[config.mk]
export PLATFORM = sky130hd
export DESIGN_NAME = smsr_switch_status
export DESIGN_NICKNAME = d
export VERILOG_FILES = /design/src/smsr_avalon_slave.v /design/src/smsr_switch_status.v /design/src/smsr_sync.v
export VERILOG_INCLUDE_DIRS = /design/src /design/src/src
export SDC_FILE = /design/constraint.sdc
export NUM_CORES = 1
export LEC_CHECK = 0
export BUFFER_PORTS_ARGS = -buffer_cell sky130_fd_sc_hd__clkbuf_2
export CAP_MARGIN = 20
export CORE_MARGIN = 4
export CORE_UTILIZATION = 53
export CTS_BUF_LIST = sky130_fd_sc_hd__clkbuf_2 sky130_fd_sc_hd__clkbuf_4 sky130_fd_sc_hd__clkbuf_8
export DETAILED_ROUTE_END_ITERATION = 16
export PLACE_DENSITY = 0.86
export SYNTH_ARGS = -nofsm -noshare
export SYNTH_HDL_FRONTEND = slang
export SYNTH_SLANG_ARGS = --single-unit
[constraint.sdc]
create_clock -name core_clk -period 4.6 [get_ports core_clk]
set_input_delay 0.92 -clock core_clk [delete_from_list [all_inputs] [get_ports core_clk]]
set_output_delay 0.92 -clock core_clk [all_outputs]
set_load 0.05 [all_outputs]
[src/smsr_defines.vh]
// smsr_defines.vh: offsets, field positions and reset values of the switch status bank
// assumes it is included by its bare name from the design files
`ifndef SMSR_DEFINES_VH
`define SMSR_DEFINES_VH

// register byte addresses
`define SMSR_EXC_OFFSET        32'h000021b0
`define SMSR_POS_OFFSET        32'h000021b4
`define SMSR_NEG_OFFSET        32'h000021b8

// reset values
`define SMSR_EXC_RESET         32'h00000000
`define SMSR_POS_RESET         32'h00000000
`define SMSR_NEG_RESET         32'h00000000

// excitation-output fields
`define SMSR_EXC_CAL_BIT       0
`define SMSR_EXC_SW_LSB        1
`define SMSR_EXC_SW_MSB        6
`define SMSR_EXC_WIDTH         7

// positive-input fields
`define SMSR_POS_CAL_BIT       0
`define SMSR_POS_SW_LSB        1
`define SMSR_POS_SW_MSB        8
`define SMSR_POS_SW11_BIT      10
`define SMSR_POS_SW13_BIT      12
`define SMSR_POS_LOAD_BIT      13
`define SMSR_POS_LOAD2_BIT     14
`define SMSR_POS_WIDTH         15

// negative-input fields
`define SMSR_NEG_SW_LSB        0
`define SMSR_NEG_SW_MSB        6
`define SMSR_NEG_SW9_BIT       8
`define SMSR_NEG_CAL_BIT       9
`define SMSR_NEG_LOAD_BIT      10
`define SMSR_NEG_LOAD2_BIT     11
`define SMSR_NEG_WIDTH         12

// bus answer for an unmapped read
`define SMSR_UNMAPPED_DATA     32'h00000000

`endif

[src/smsr_avalon_slave.v]
// smsr_avalon_slave.v: Avalon-MM slave front end with one wait state per access
// assumes a master that holds its request until waitrequest is seen low
`default_nettype none
`timescale 1ns/1ps

module smsr_avalon_slave (
  // clock and reset
  input  wire        core_clk,
  input  wire        rst,
  // avalon side
  input  wire        avs_read,
  input  wire        avs_write,
  output wire        avs_waitrequest,
  // register side
  output wire        rd_strobe,
  output wire        wr_strobe
);

  reg ack;

  // ack rises one cycle after a request and drops after completion
  always @(posedge core_clk) begin
    if (rst) begin
      ack <= 1'b0;
    end else if ((avs_read | avs_write) & ~ack) begin
      ack <= 1'b1;
    end else begin
      ack <= 1'b0;
    end
  end

  // waitrequest held high until ack
  assign avs_waitrequest = (avs_read | avs_write) & ~ack;
  // read data is loaded in the wait cycle so it stands at the completing edge
  assign rd_strobe       = avs_read & ~ack;
  assign wr_strobe       = avs_write & ack;

endmodule // smsr_avalon_slave

`default_nettype wire

[src/smsr_switch_status.v]
// smsr_switch_status.v: read-only status bank for the analog switch matrix
// assumes switch states arrive as asynchronous levels from the switch control logic
`include "smsr_defines.vh"
`default_nettype none
`timescale 1ns/1ps

// Notes on behaviour
// - excitation status register at 0x21b0, read-only, resets to zero
// - excitation bit 6 is switch 7; bits 31..7 read zero
// - excitation bits 5..1 are switches 6..2; bit 0 calibration switch
// - positive-input status register at 0x21b4, read-only, resets to zero
// - positive bits 14,13,12,10 load2, load, sw13, sw11; others above 8 zero
// - positive bits 8..1 are switches 9..2; bit 0 calibration switch
// - negative-input status register at 0x21b8, read-only, resets to zero
// - negative bits 11,10,9,8 load2, load, cal, sw9; bit 7 and 31..12 zero
// - negative bits 6..0 are switches 7..1
module smsr_switch_status (
  // clock and reset
  input  wire        core_clk,
  input  wire        rst,
  // avalon-mm register bus
  input  wire [31:0] avs_address,
  input  wire        avs_read,
  input  wire        avs_write,
  input  wire [31:0] avs_writedata,
  input  wire [3:0]  avs_byteenable,
  output reg  [31:0] avs_readdata,
  output wire        avs_waitrequest,
  // excitation-output switch states, 1 = closed
  input  wire        exc_out_cal_sw_closed,
  input  wire [5:0]  exc_out_sw_closed,      // index 0 is switch 2, index 5 is switch 7
  // positive-input switch states
  input  wire        pos_cal_sw_closed,
  input  wire [7:0]  pos_sw_closed,          // index 0 is switch 2, index 7 is switch 9
  input  wire        pos_sw11_closed,
  input  wire        pos_sw13_closed,
  input  wire        pos_load_sw_closed,
  input  wire        pos_load_sw2_closed,
  // negative-input switch states
  input  wire [6:0]  neg_sw_closed,          // index 0 is switch 1, index 6 is switch 7
  input  wire        neg_sw9_closed,
  input  wire        neg_cal_sw_closed,
  input  wire        neg_load_sw_closed,
  input  wire        neg_load_sw2_closed
);

  wire [`SMSR_EXC_WIDTH-1:0] exc_raw;
  wire [`SMSR_POS_WIDTH-1:0] pos_raw;
  wire [`SMSR_NEG_WIDTH-1:0] neg_raw;
  wire [`SMSR_EXC_WIDTH-1:0] exc_sync;
  wire [`SMSR_POS_WIDTH-1:0] pos_sync;
  wire [`SMSR_NEG_WIDTH-1:0] neg_sync;
  wire                       rd_strobe;
  wire                       wr_strobe;
  reg  [31:0]                excitation_switch_status;
  reg  [31:0]                positive_input_switch_status;
  reg  [31:0]                negative_input_switch_status;
  reg  [31:0]                next_readdata;

  // excitation field packing
  assign exc_raw[`SMSR_EXC_CAL_BIT]                      = exc_out_cal_sw_closed;
  assign exc_raw[`SMSR_EXC_SW_MSB:`SMSR_EXC_SW_LSB]      = exc_out_sw_closed;

  // positive field packing, reserved bits tied low
  assign pos_raw[`SMSR_POS_CAL_BIT]                      = pos_cal_sw_closed;
  assign pos_raw[`SMSR_POS_SW_MSB:`SMSR_POS_SW_LSB]      = pos_sw_closed;
  assign pos_raw[`SMSR_POS_SW_MSB+1]                     = 1'b0;
  assign pos_raw[`SMSR_POS_SW11_BIT]                     = pos_sw11_closed;
  assign pos_raw[`SMSR_POS_SW11_BIT+1]                   = 1'b0;
  assign pos_raw[`SMSR_POS_SW13_BIT]                     = pos_sw13_closed;
  assign pos_raw[`SMSR_POS_LOAD_BIT]                     = pos_load_sw_closed;
  assign pos_raw[`SMSR_POS_LOAD2_BIT]                    = pos_load_sw2_closed;

  // negative field packing, bit 7 reserved
  assign neg_raw[`SMSR_NEG_SW_MSB:`SMSR_NEG_SW_LSB]      = neg_sw_closed;
  assign neg_raw[`SMSR_NEG_SW_MSB+1]                     = 1'b0;
  assign neg_raw[`SMSR_NEG_SW9_BIT]                      = neg_sw9_closed;
  assign neg_raw[`SMSR_NEG_CAL_BIT]                      = neg_cal_sw_closed;
  assign neg_raw[`SMSR_NEG_LOAD_BIT]                     = neg_load_sw_closed;
  assign neg_raw[`SMSR_NEG_LOAD2_BIT]                    = neg_load_sw2_closed;

  // bring switch levels into core_clk
  smsr_sync #(.WIDTH(`SMSR_EXC_WIDTH)) u_sync_exc (
    .core_clk (core_clk),
    .rst      (rst),
    .async_in (exc_raw),
    .sync_out (exc_sync)
  );

  smsr_sync #(.WIDTH(`SMSR_POS_WIDTH)) u_sync_pos (
    .core_clk (core_clk),
    .rst      (rst),
    .async_in (pos_raw),
    .sync_out (pos_sync)
  );

  smsr_sync #(.WIDTH(`SMSR_NEG_WIDTH)) u_sync_neg (
    .core_clk (core_clk),
    .rst      (rst),
    .async_in (neg_raw),
    .sync_out (neg_sync)
  );

  // bus handshake
  smsr_avalon_slave u_slave (
    .core_clk        (core_clk),
    .rst             (rst),
    .avs_read        (avs_read),
    .avs_write       (avs_write),
    .avs_waitrequest (avs_waitrequest),
    .rd_strobe       (rd_strobe),
    .wr_strobe       ()
  );

  // status registers track synchronised switch states every cycle
  always @(posedge core_clk) begin
    if (rst) begin
      excitation_switch_status     <= `SMSR_EXC_RESET;
      positive_input_switch_status <= `SMSR_POS_RESET;
      negative_input_switch_status <= `SMSR_NEG_RESET;
    end else begin
      excitation_switch_status     <= {{(32-`SMSR_EXC_WIDTH){1'b0}}, exc_sync};
      positive_input_switch_status <= {{(32-`SMSR_POS_WIDTH){1'b0}}, pos_sync};
      negative_input_switch_status <= {{(32-`SMSR_NEG_WIDTH){1'b0}}, neg_sync};
    end
  end

  // read decode; writes have no path into the registers
  always @* begin
    next_readdata = avs_readdata;
    if (rd_strobe) begin
      case (avs_address)
        `SMSR_EXC_OFFSET: next_readdata = excitation_switch_status;
        `SMSR_POS_OFFSET: next_readdata = positive_input_switch_status;
        `SMSR_NEG_OFFSET: next_readdata = negative_input_switch_status;
        default:          next_readdata = `SMSR_UNMAPPED_DATA;
      endcase
    end
  end

  // read data register, loaded at the request edge so it stands at the completing edge
  always @(posedge core_clk) begin
    if (rst) begin
      avs_readdata <= 32'h00000000;
    end else begin
      avs_readdata <= next_readdata;
    end
  end

endmodule // smsr_switch_status

`default_nettype wire

[src/smsr_sync.v]
// smsr_sync.v: two flip-flop synchroniser, one per bit, for switch state levels
// assumes the inputs are levels from outside the core_clk domain
`default_nettype none
`timescale 1ns/1ps

module smsr_sync #(
  parameter WIDTH = 1
) (
  // clock and reset
  input  wire             core_clk,
  input  wire             rst,
  // levels
  input  wire [WIDTH-1:0] async_in,
  output wire [WIDTH-1:0] sync_out
);

  genvar i;

  // per bit: first stage feeds only the second
  generate
    for (i = 0; i < WIDTH; i = i + 1) begin : g_bit
      reg stage1;
      reg stage2;
      always @(posedge core_clk) begin
        if (rst) begin
          stage1 <= 1'b0;
          stage2 <= 1'b0;
        end else begin
          stage1 <= async_in[i];
          stage2 <= stage1;
        end
      end
      assign sync_out[i] = stage2;
    end
  endgenerate

endmodule // smsr_sync

`default_nettype wire

==> flow_metrics.env, run 1 <==
export IMPL_hp_start="u_sync_pos.g_bit[12].stage1$_SDFF_PP0_"
export IMPL_port_buffers=82
export IMPL_ys_types=21
export IMPL_whs_ns=0.438
export IMPL_cts_setup_buffers=0
export IMPL_die_w_microns=87.8
export IMPL_max_vdd_ir_drop_uv=259
export IMPL_rows=28
export IMPL_area_growth_pct=17.0
export IMPL_grt_pass1_wl_microns=7900
export IMPL_dr_first_iter_drc_count=90
export IMPL_cap_violations=0
export IMPL_fin_nets=473
export IMPL_met2_usage_pct=24.0
export IMPL_setup_worst_path_start_class="primary input"
export IMPL_criticalPathCategory="in -> out"
export IMPL_slew_headroom_pct=34.9
export IMPL_fmax_mhz=424
export IMPL_grt_max_degree=96
export IMPL_final_cell_mix="dfxtp_1, nor2b_1, clkbuf_2, conb_1, a22o_1"
export IMPL_p_leak_nw=1.74
export IMPL_yosys_warnings=0
export IMPL_worst_pin_slew_ns=0.972
export IMPL_ys_seq_area_share_pct=64.6
export IMPL_antenna_found_initial=0
export IMPL_netlist_instances=291
export IMPL_dieArea_sq_um=7710
export IMPL_fin_crit_sh_pct=51.3
export IMPL_dp_slack_ns=1.96
export IMPL_cts_max_level=3
export IMPL_avgRoutedWirePerCell_microns=11.3
export IMPL_synth_area_sq_um=3380
export IMPL_tns_ns=0
export IMPL_firstDrtPassIters=4
export IMPL_cp_required_ns=3.68
export IMPL_cp_startpoint="avs_read"
export IMPL_final_hold_viol_count=0
export IMPL_grt_overflow_total=0
export IMPL_drc=0
export IMPL_skew_ns=0.00740
export IMPL_status="completed"
export IMPL_grt_setup_unrepaired="false"
export IMPL_clock_sinks=109
export IMPL_worst_setup_path_end_kind="output port"
export IMPL_path_clk_slew_ns=0.08
export IMPL_setup_viol=0
export IMPL_routabilityCongestion=0.676
export IMPL_layout_cells_most_common="dfxtp_1"
export IMPL_antenna_diode_count=0
export IMPL_grt_util_met1_pct=14.8
export IMPL_critical_path_arrival_ns=1.44
export IMPL_grt_pass1_vias=1882
export IMPL_numCtsBuffers=9
export IMPL_cts_root_buf="clkbuf_8"
export IMPL_wl_microns=5050
export IMPL_power_density_nw_per_um2=415
export IMPL_clock_latency_ns=0.34
export IMPL_core_area_sq_um=6060
export IMPL_hold_class="reg -> reg"
export IMPL_die_h_microns=87.8
export IMPL_boundaryPins=136
export IMPL_cts_resized_gates=0
export IMPL_slew_violations=0
export IMPL_tritoncts="yes"
export IMPL_top_usage_layer="met2"
export IMPL_cp_max_fo=2
export IMPL_post_dp_hpwl_microns=3700
export IMPL_worstReg2RegStart="u_slave.ack$_SDFF_PP0_"
export IMPL_hold_buffers=0
export IMPL_via_per_inst=4.56
export IMPL_num_vias=2041
export IMPL_clock_path_buffers=2
export IMPL_ant_nets=0
export IMPL_avgSynthCellArea_sq_um=11.6
export IMPL_grt_usage_pct=13.4
export IMPL_ys_ff_latch=109
export IMPL_setup_ws_ns=2.24
export IMPL_drive_gt1_share_pct=26.8
export IMPL_grt_use_met3_pct=3.57
export IMPL_period_minus_slack_ns=2.36
export IMPL_start_util_pct=55.7
-- sequential cells by signal, indices dropped and copies added (netlist names) --
register,count
avs_readdata,15
excitation_switch_status,7
negative_input_switch_status,11
positive_input_switch_status,13
u_slave.ack,1
u_sync_exc.g_bit.stage1,7
u_sync_exc.g_bit.stage2,7
u_sync_neg.g_bit.stage1,11
u_sync_neg.g_bit.stage2,11
u_sync_pos.g_bit.stage1,13
u_sync_pos.g_bit.stage2,13
-- worst max-delay path, cell delays in order --
cell and delay, ns:
clkbuf_2 0.09, nor2_1 0.14, nor2_1 0.06, clkbuf_2 0.23
-- cell families (layout without fill, tap and decap cells) --
family / count (synthesis) / count (layout) / share of synthesized area [%]
muxes: 7 / 7 / 2.07
AOI/OAI and AO/OA: 24 / 24 / 5.71
DFF: 109 / 109 / 64.6
and+or+nand+nor: 119 / 119 / 21.9
buffers and inverters: 31 / 97 / 5.59
other: 1 / 17 / 0.111
-- report_power, final --
part | internal, W | switching (W) | total (W)
combinational | 0.0000432 | 0.0000680 | 0.000111
clock | 0.000269 | 0.000278 | 0.000547
sequential | 0.000976 | 0.00000669 | 0.000982
-- cell usage after synthesis --
cell / n / area (sq um)
a22o_1: 11 / 96.3
a32o_1: 5 / 50.1
a32o_2: 1 / 11.3
buf_2: 1 / 5.00
buf_4: 17 / 128
buf_6: 1 / 11.3
clkbuf_1: 12 / 45.0
conb_1: 1 / 3.75
dfxtp_1: 109 / 2180
mux2i_1: 7 / 70.1
nand2_1: 8 / 30.0
nand4_1: 2 / 12.5
nor2_1: 4 / 15.0
nor2b_1: 96 / 601
nor3_1: 1 / 5.00
nor4_1: 4 / 25.0
nor4_4: 1 / 21.3
nor4b_1: 1 / 8.76
nor4bb_1: 1 / 10.0
o21ai_0: 7 / 35.0
or3_4: 1 / 11.3
-- final timing paths --
check        slack, ns                                     end  cells past startpoint
max               2.24                         avs_waitrequest                      4
min               0.44  u_sync_pos.g_bit[12].stage2$_SDFF_PP0_                      1
max reg2reg       2.91           avs_readdata[11]$_SDFFE_PP0P_                      4
min reg2reg       0.44  u_sync_pos.g_bit[12].stage2$_SDFF_PP0_                      1
-- routing by layer --
layer | part of all wire (%) | wire (microns)
met5 | 0 | 0
met4 | 1.5 | 75
met3 | 9.2 | 467
met2 | 47 | 2400
met1 | 42 | 2110
-- layout make-up --
type / instances / area (sq um)
clock buffer: 11 / 145
fill: 468 / 2110
timing repair buffer: 83 / 418
sequential: 109 / 2180
clock inverter: 3 / 46.3
tap: 75 / 93.8
multi-input combinational: 167 / 1070
-- metrics by stage --
stage                     util [%]  total power [W]  area (sq um)  std cells
after floorplan                  -          0.00109          3440        307
after global placement        62.0          0.00111          3760        434
after detailed placement      62.0          0.00112          3760        434
after CTS                     65.2          0.00166          3950        448
after global routing          65.2          0.00172          3950        448
final                         65.2          0.00164          3950        448
Power figures use the tool's default switching activity.
==> run 2: changes to the inputs <==
- CORE_UTILIZATION: 53 -> 49
- PLACE_DENSITY: 0.86 -> 0.81
- clock period: 4.6 -> 2.3 ns (I/O delays scaled with it)
==> run 2 against run 1 <==
Worst setup slack got worse by 1.5 ns. Sequential power increased by 100%. Core utilization decreased by 4.0 points. Critical path type is now reg -> reg.
==> flow_metrics.env, run 2 (same netlist as run 1, synthesis figures left out) <==
export IMPL_status="completed"
export IMPL_slew_headroom_pct=29.6
export IMPL_period_minus_slack_ns=1.53
export IMPL_grt_pass1_wl_microns=8420
export IMPL_critical_path_arrival_ns=1.83
export IMPL_rr_worst_depth=3
export IMPL_rows=29
export IMPL_ant_nets=0
export IMPL_cts_resized_gates=0
export IMPL_layout_cells_most_common="dfxtp_1"
export IMPL_grt_setup_unrepaired="false"
export IMPL_regToRegEndpoint="avs_readdata[8]$_SDFFE_PP0P_"
export IMPL_p_leak_nw=1.77
export IMPL_via_per_inst=4.39
export IMPL_skew_ns=0.00518
export IMPL_worst_pin_slew_ns=1.05
export IMPL_tns_ns=0
export IMPL_fin_crit_sh_pct=66.7
export IMPL_die_h_microns=91.0
export IMPL_fmax_mhz=652
export IMPL_grt_overflow_total=0
export IMPL_grt_pass1_vias=1767
export IMPL_drc=0
export IMPL_top_register="avs_readdata"
export IMPL_cp_max_fo=15
export IMPL_clock_path_buffers=2
export IMPL_core_area_sq_um=6530
export IMPL_dpl_instance_area_sq_um=3770
export IMPL_dr_first_iter_drc_count=64
export IMPL_tritoncts="yes"
export IMPL_largest_reg_flops=15
export IMPL_cp_startpoint="u_slave.ack$_SDFF_PP0_"
export IMPL_avgRoutedWirePerCell_microns=11.5
export IMPL_slew_violations=0
export IMPL_max_vdd_ir_drop_uv=509
export IMPL_cp_required_ns=2.59
export IMPL_cts_max_level=3
export IMPL_final_cell_mix="dfxtp_1, nor2b_1, clkbuf_2, conb_1, clkbuf_8"
export IMPL_fin_nets=474
export IMPL_r2r_setup_slack_ns=0.77
export IMPL_worst_setup_path_end_kind="flip-flop"
export IMPL_endpoint="avs_readdata[8]$_SDFFE_PP0P_"
export IMPL_final_hold_viol_count=0
export IMPL_clock_sinks=109
export IMPL_start_util_pct=51.7
export IMPL_dp_slack_ns=0.448
export IMPL_path_clk_slew_ns=0.09
export IMPL_power_w=0.00339
export IMPL_firstDrtPassIters=4
export IMPL_hold_class="in -> reg"
export IMPL_cts_root_buf="clkbuf_8"
export IMPL_grt_usage_pct=13.0
export IMPL_cts_setup_buffers=0
export IMPL_worstReg2RegStart="u_slave.ack$_SDFF_PP0_"
export IMPL_setup_viol=0
export IMPL_hold_buffers=0
export IMPL_dieArea_sq_um=8280
export IMPL_stdcell_area_sq_um=4000
export IMPL_die_w_microns=91.0
export IMPL_criticalPathCategory="reg -> reg"
export IMPL_power_density_nw_per_um2=847
export IMPL_numCtsBuffers=9
export IMPL_grt_max_degree=94
export IMPL_antenna_diode_count=0
export IMPL_routabilityCongestion=0.706
export IMPL_drive_gt1_share_pct=27.4
export IMPL_setup_ws_ns=0.766
export IMPL_clock_latency_ns=0.35
export IMPL_port_buffers=82
export IMPL_setup_worst_path_start_class="flip-flop"
export IMPL_wl_microns=5220
export IMPL_cap_violations=0
export IMPL_area_growth_pct=18.4
export IMPL_antenna_found_initial=0
export IMPL_num_vias=1987
export IMPL_boundaryPins=136
[run 2: metrics by stage]
step                      utilization (%)  instances  hold WS, ns
after floorplan                         -        307        0.414
after global placement               57.8        437        0.422
after detailed placement             57.8        437        0.422
after CTS                            61.2        453        0.277
after global routing                 61.2        453        0.270
final                                61.2        453        0.295
[run 2: layer usage]
metal  vias up  wire [microns]  track usage, %
met2        80            2280            19.9
met5         -               0               0
li1       1069               -               -
met4         0             106            6.41
met3         8             447            5.37
met1       830            2380            15.9
[run 2: cell type report]
class | instances | area, sq um
multi-input cells | 167 | 1070
repair buffers | 84 | 428
flip-flops and latches | 109 | 2180
clock buffers | 14 | 186
fillers | 537 | 2530
well taps | 77 | 96.3
clock inverters | 2 | 38.8
[run 2: how the worst min path moves through the flow]
stage	startpoint	end	depth (start not counted)
after floorplan	u_sync_exc.g_bit[0].stage2$_SDFF_PP0_	excitation_switch_status[0]$_SDFF_PP0_	1
after global placement	u_sync_pos.g_bit[12].stage1$_SDFF_PP0_	u_sync_pos.g_bit[12].stage2$_SDFF_PP0_	1
after detailed placement	u_sync_exc.g_bit[4].stage1$_SDFF_PP0_	u_sync_exc.g_bit[4].stage2$_SDFF_PP0_	1
after CTS	rst	negative_input_switch_status[9]$_SDFF_PP0_	2
after global routing	rst	negative_input_switch_status[9]$_SDFF_PP0_	2
final	rst	negative_input_switch_status[9]$_SDFF_PP0_	2
[run 2: where the power goes]
part,internal [W],switching [W],total (W)
clock,0.000637,0.000560,0.00120
sequential,0.00195,0.0000134,0.00196
combinational,0.0000869,0.000137,0.000224
[run 2: worst max-delay path, cell delays in order (launching register included)]
cell     delay, ns
dfxtp_1       0.36
nor2b_1       0.06
nor2_1        0.79
a22o_1        0.26
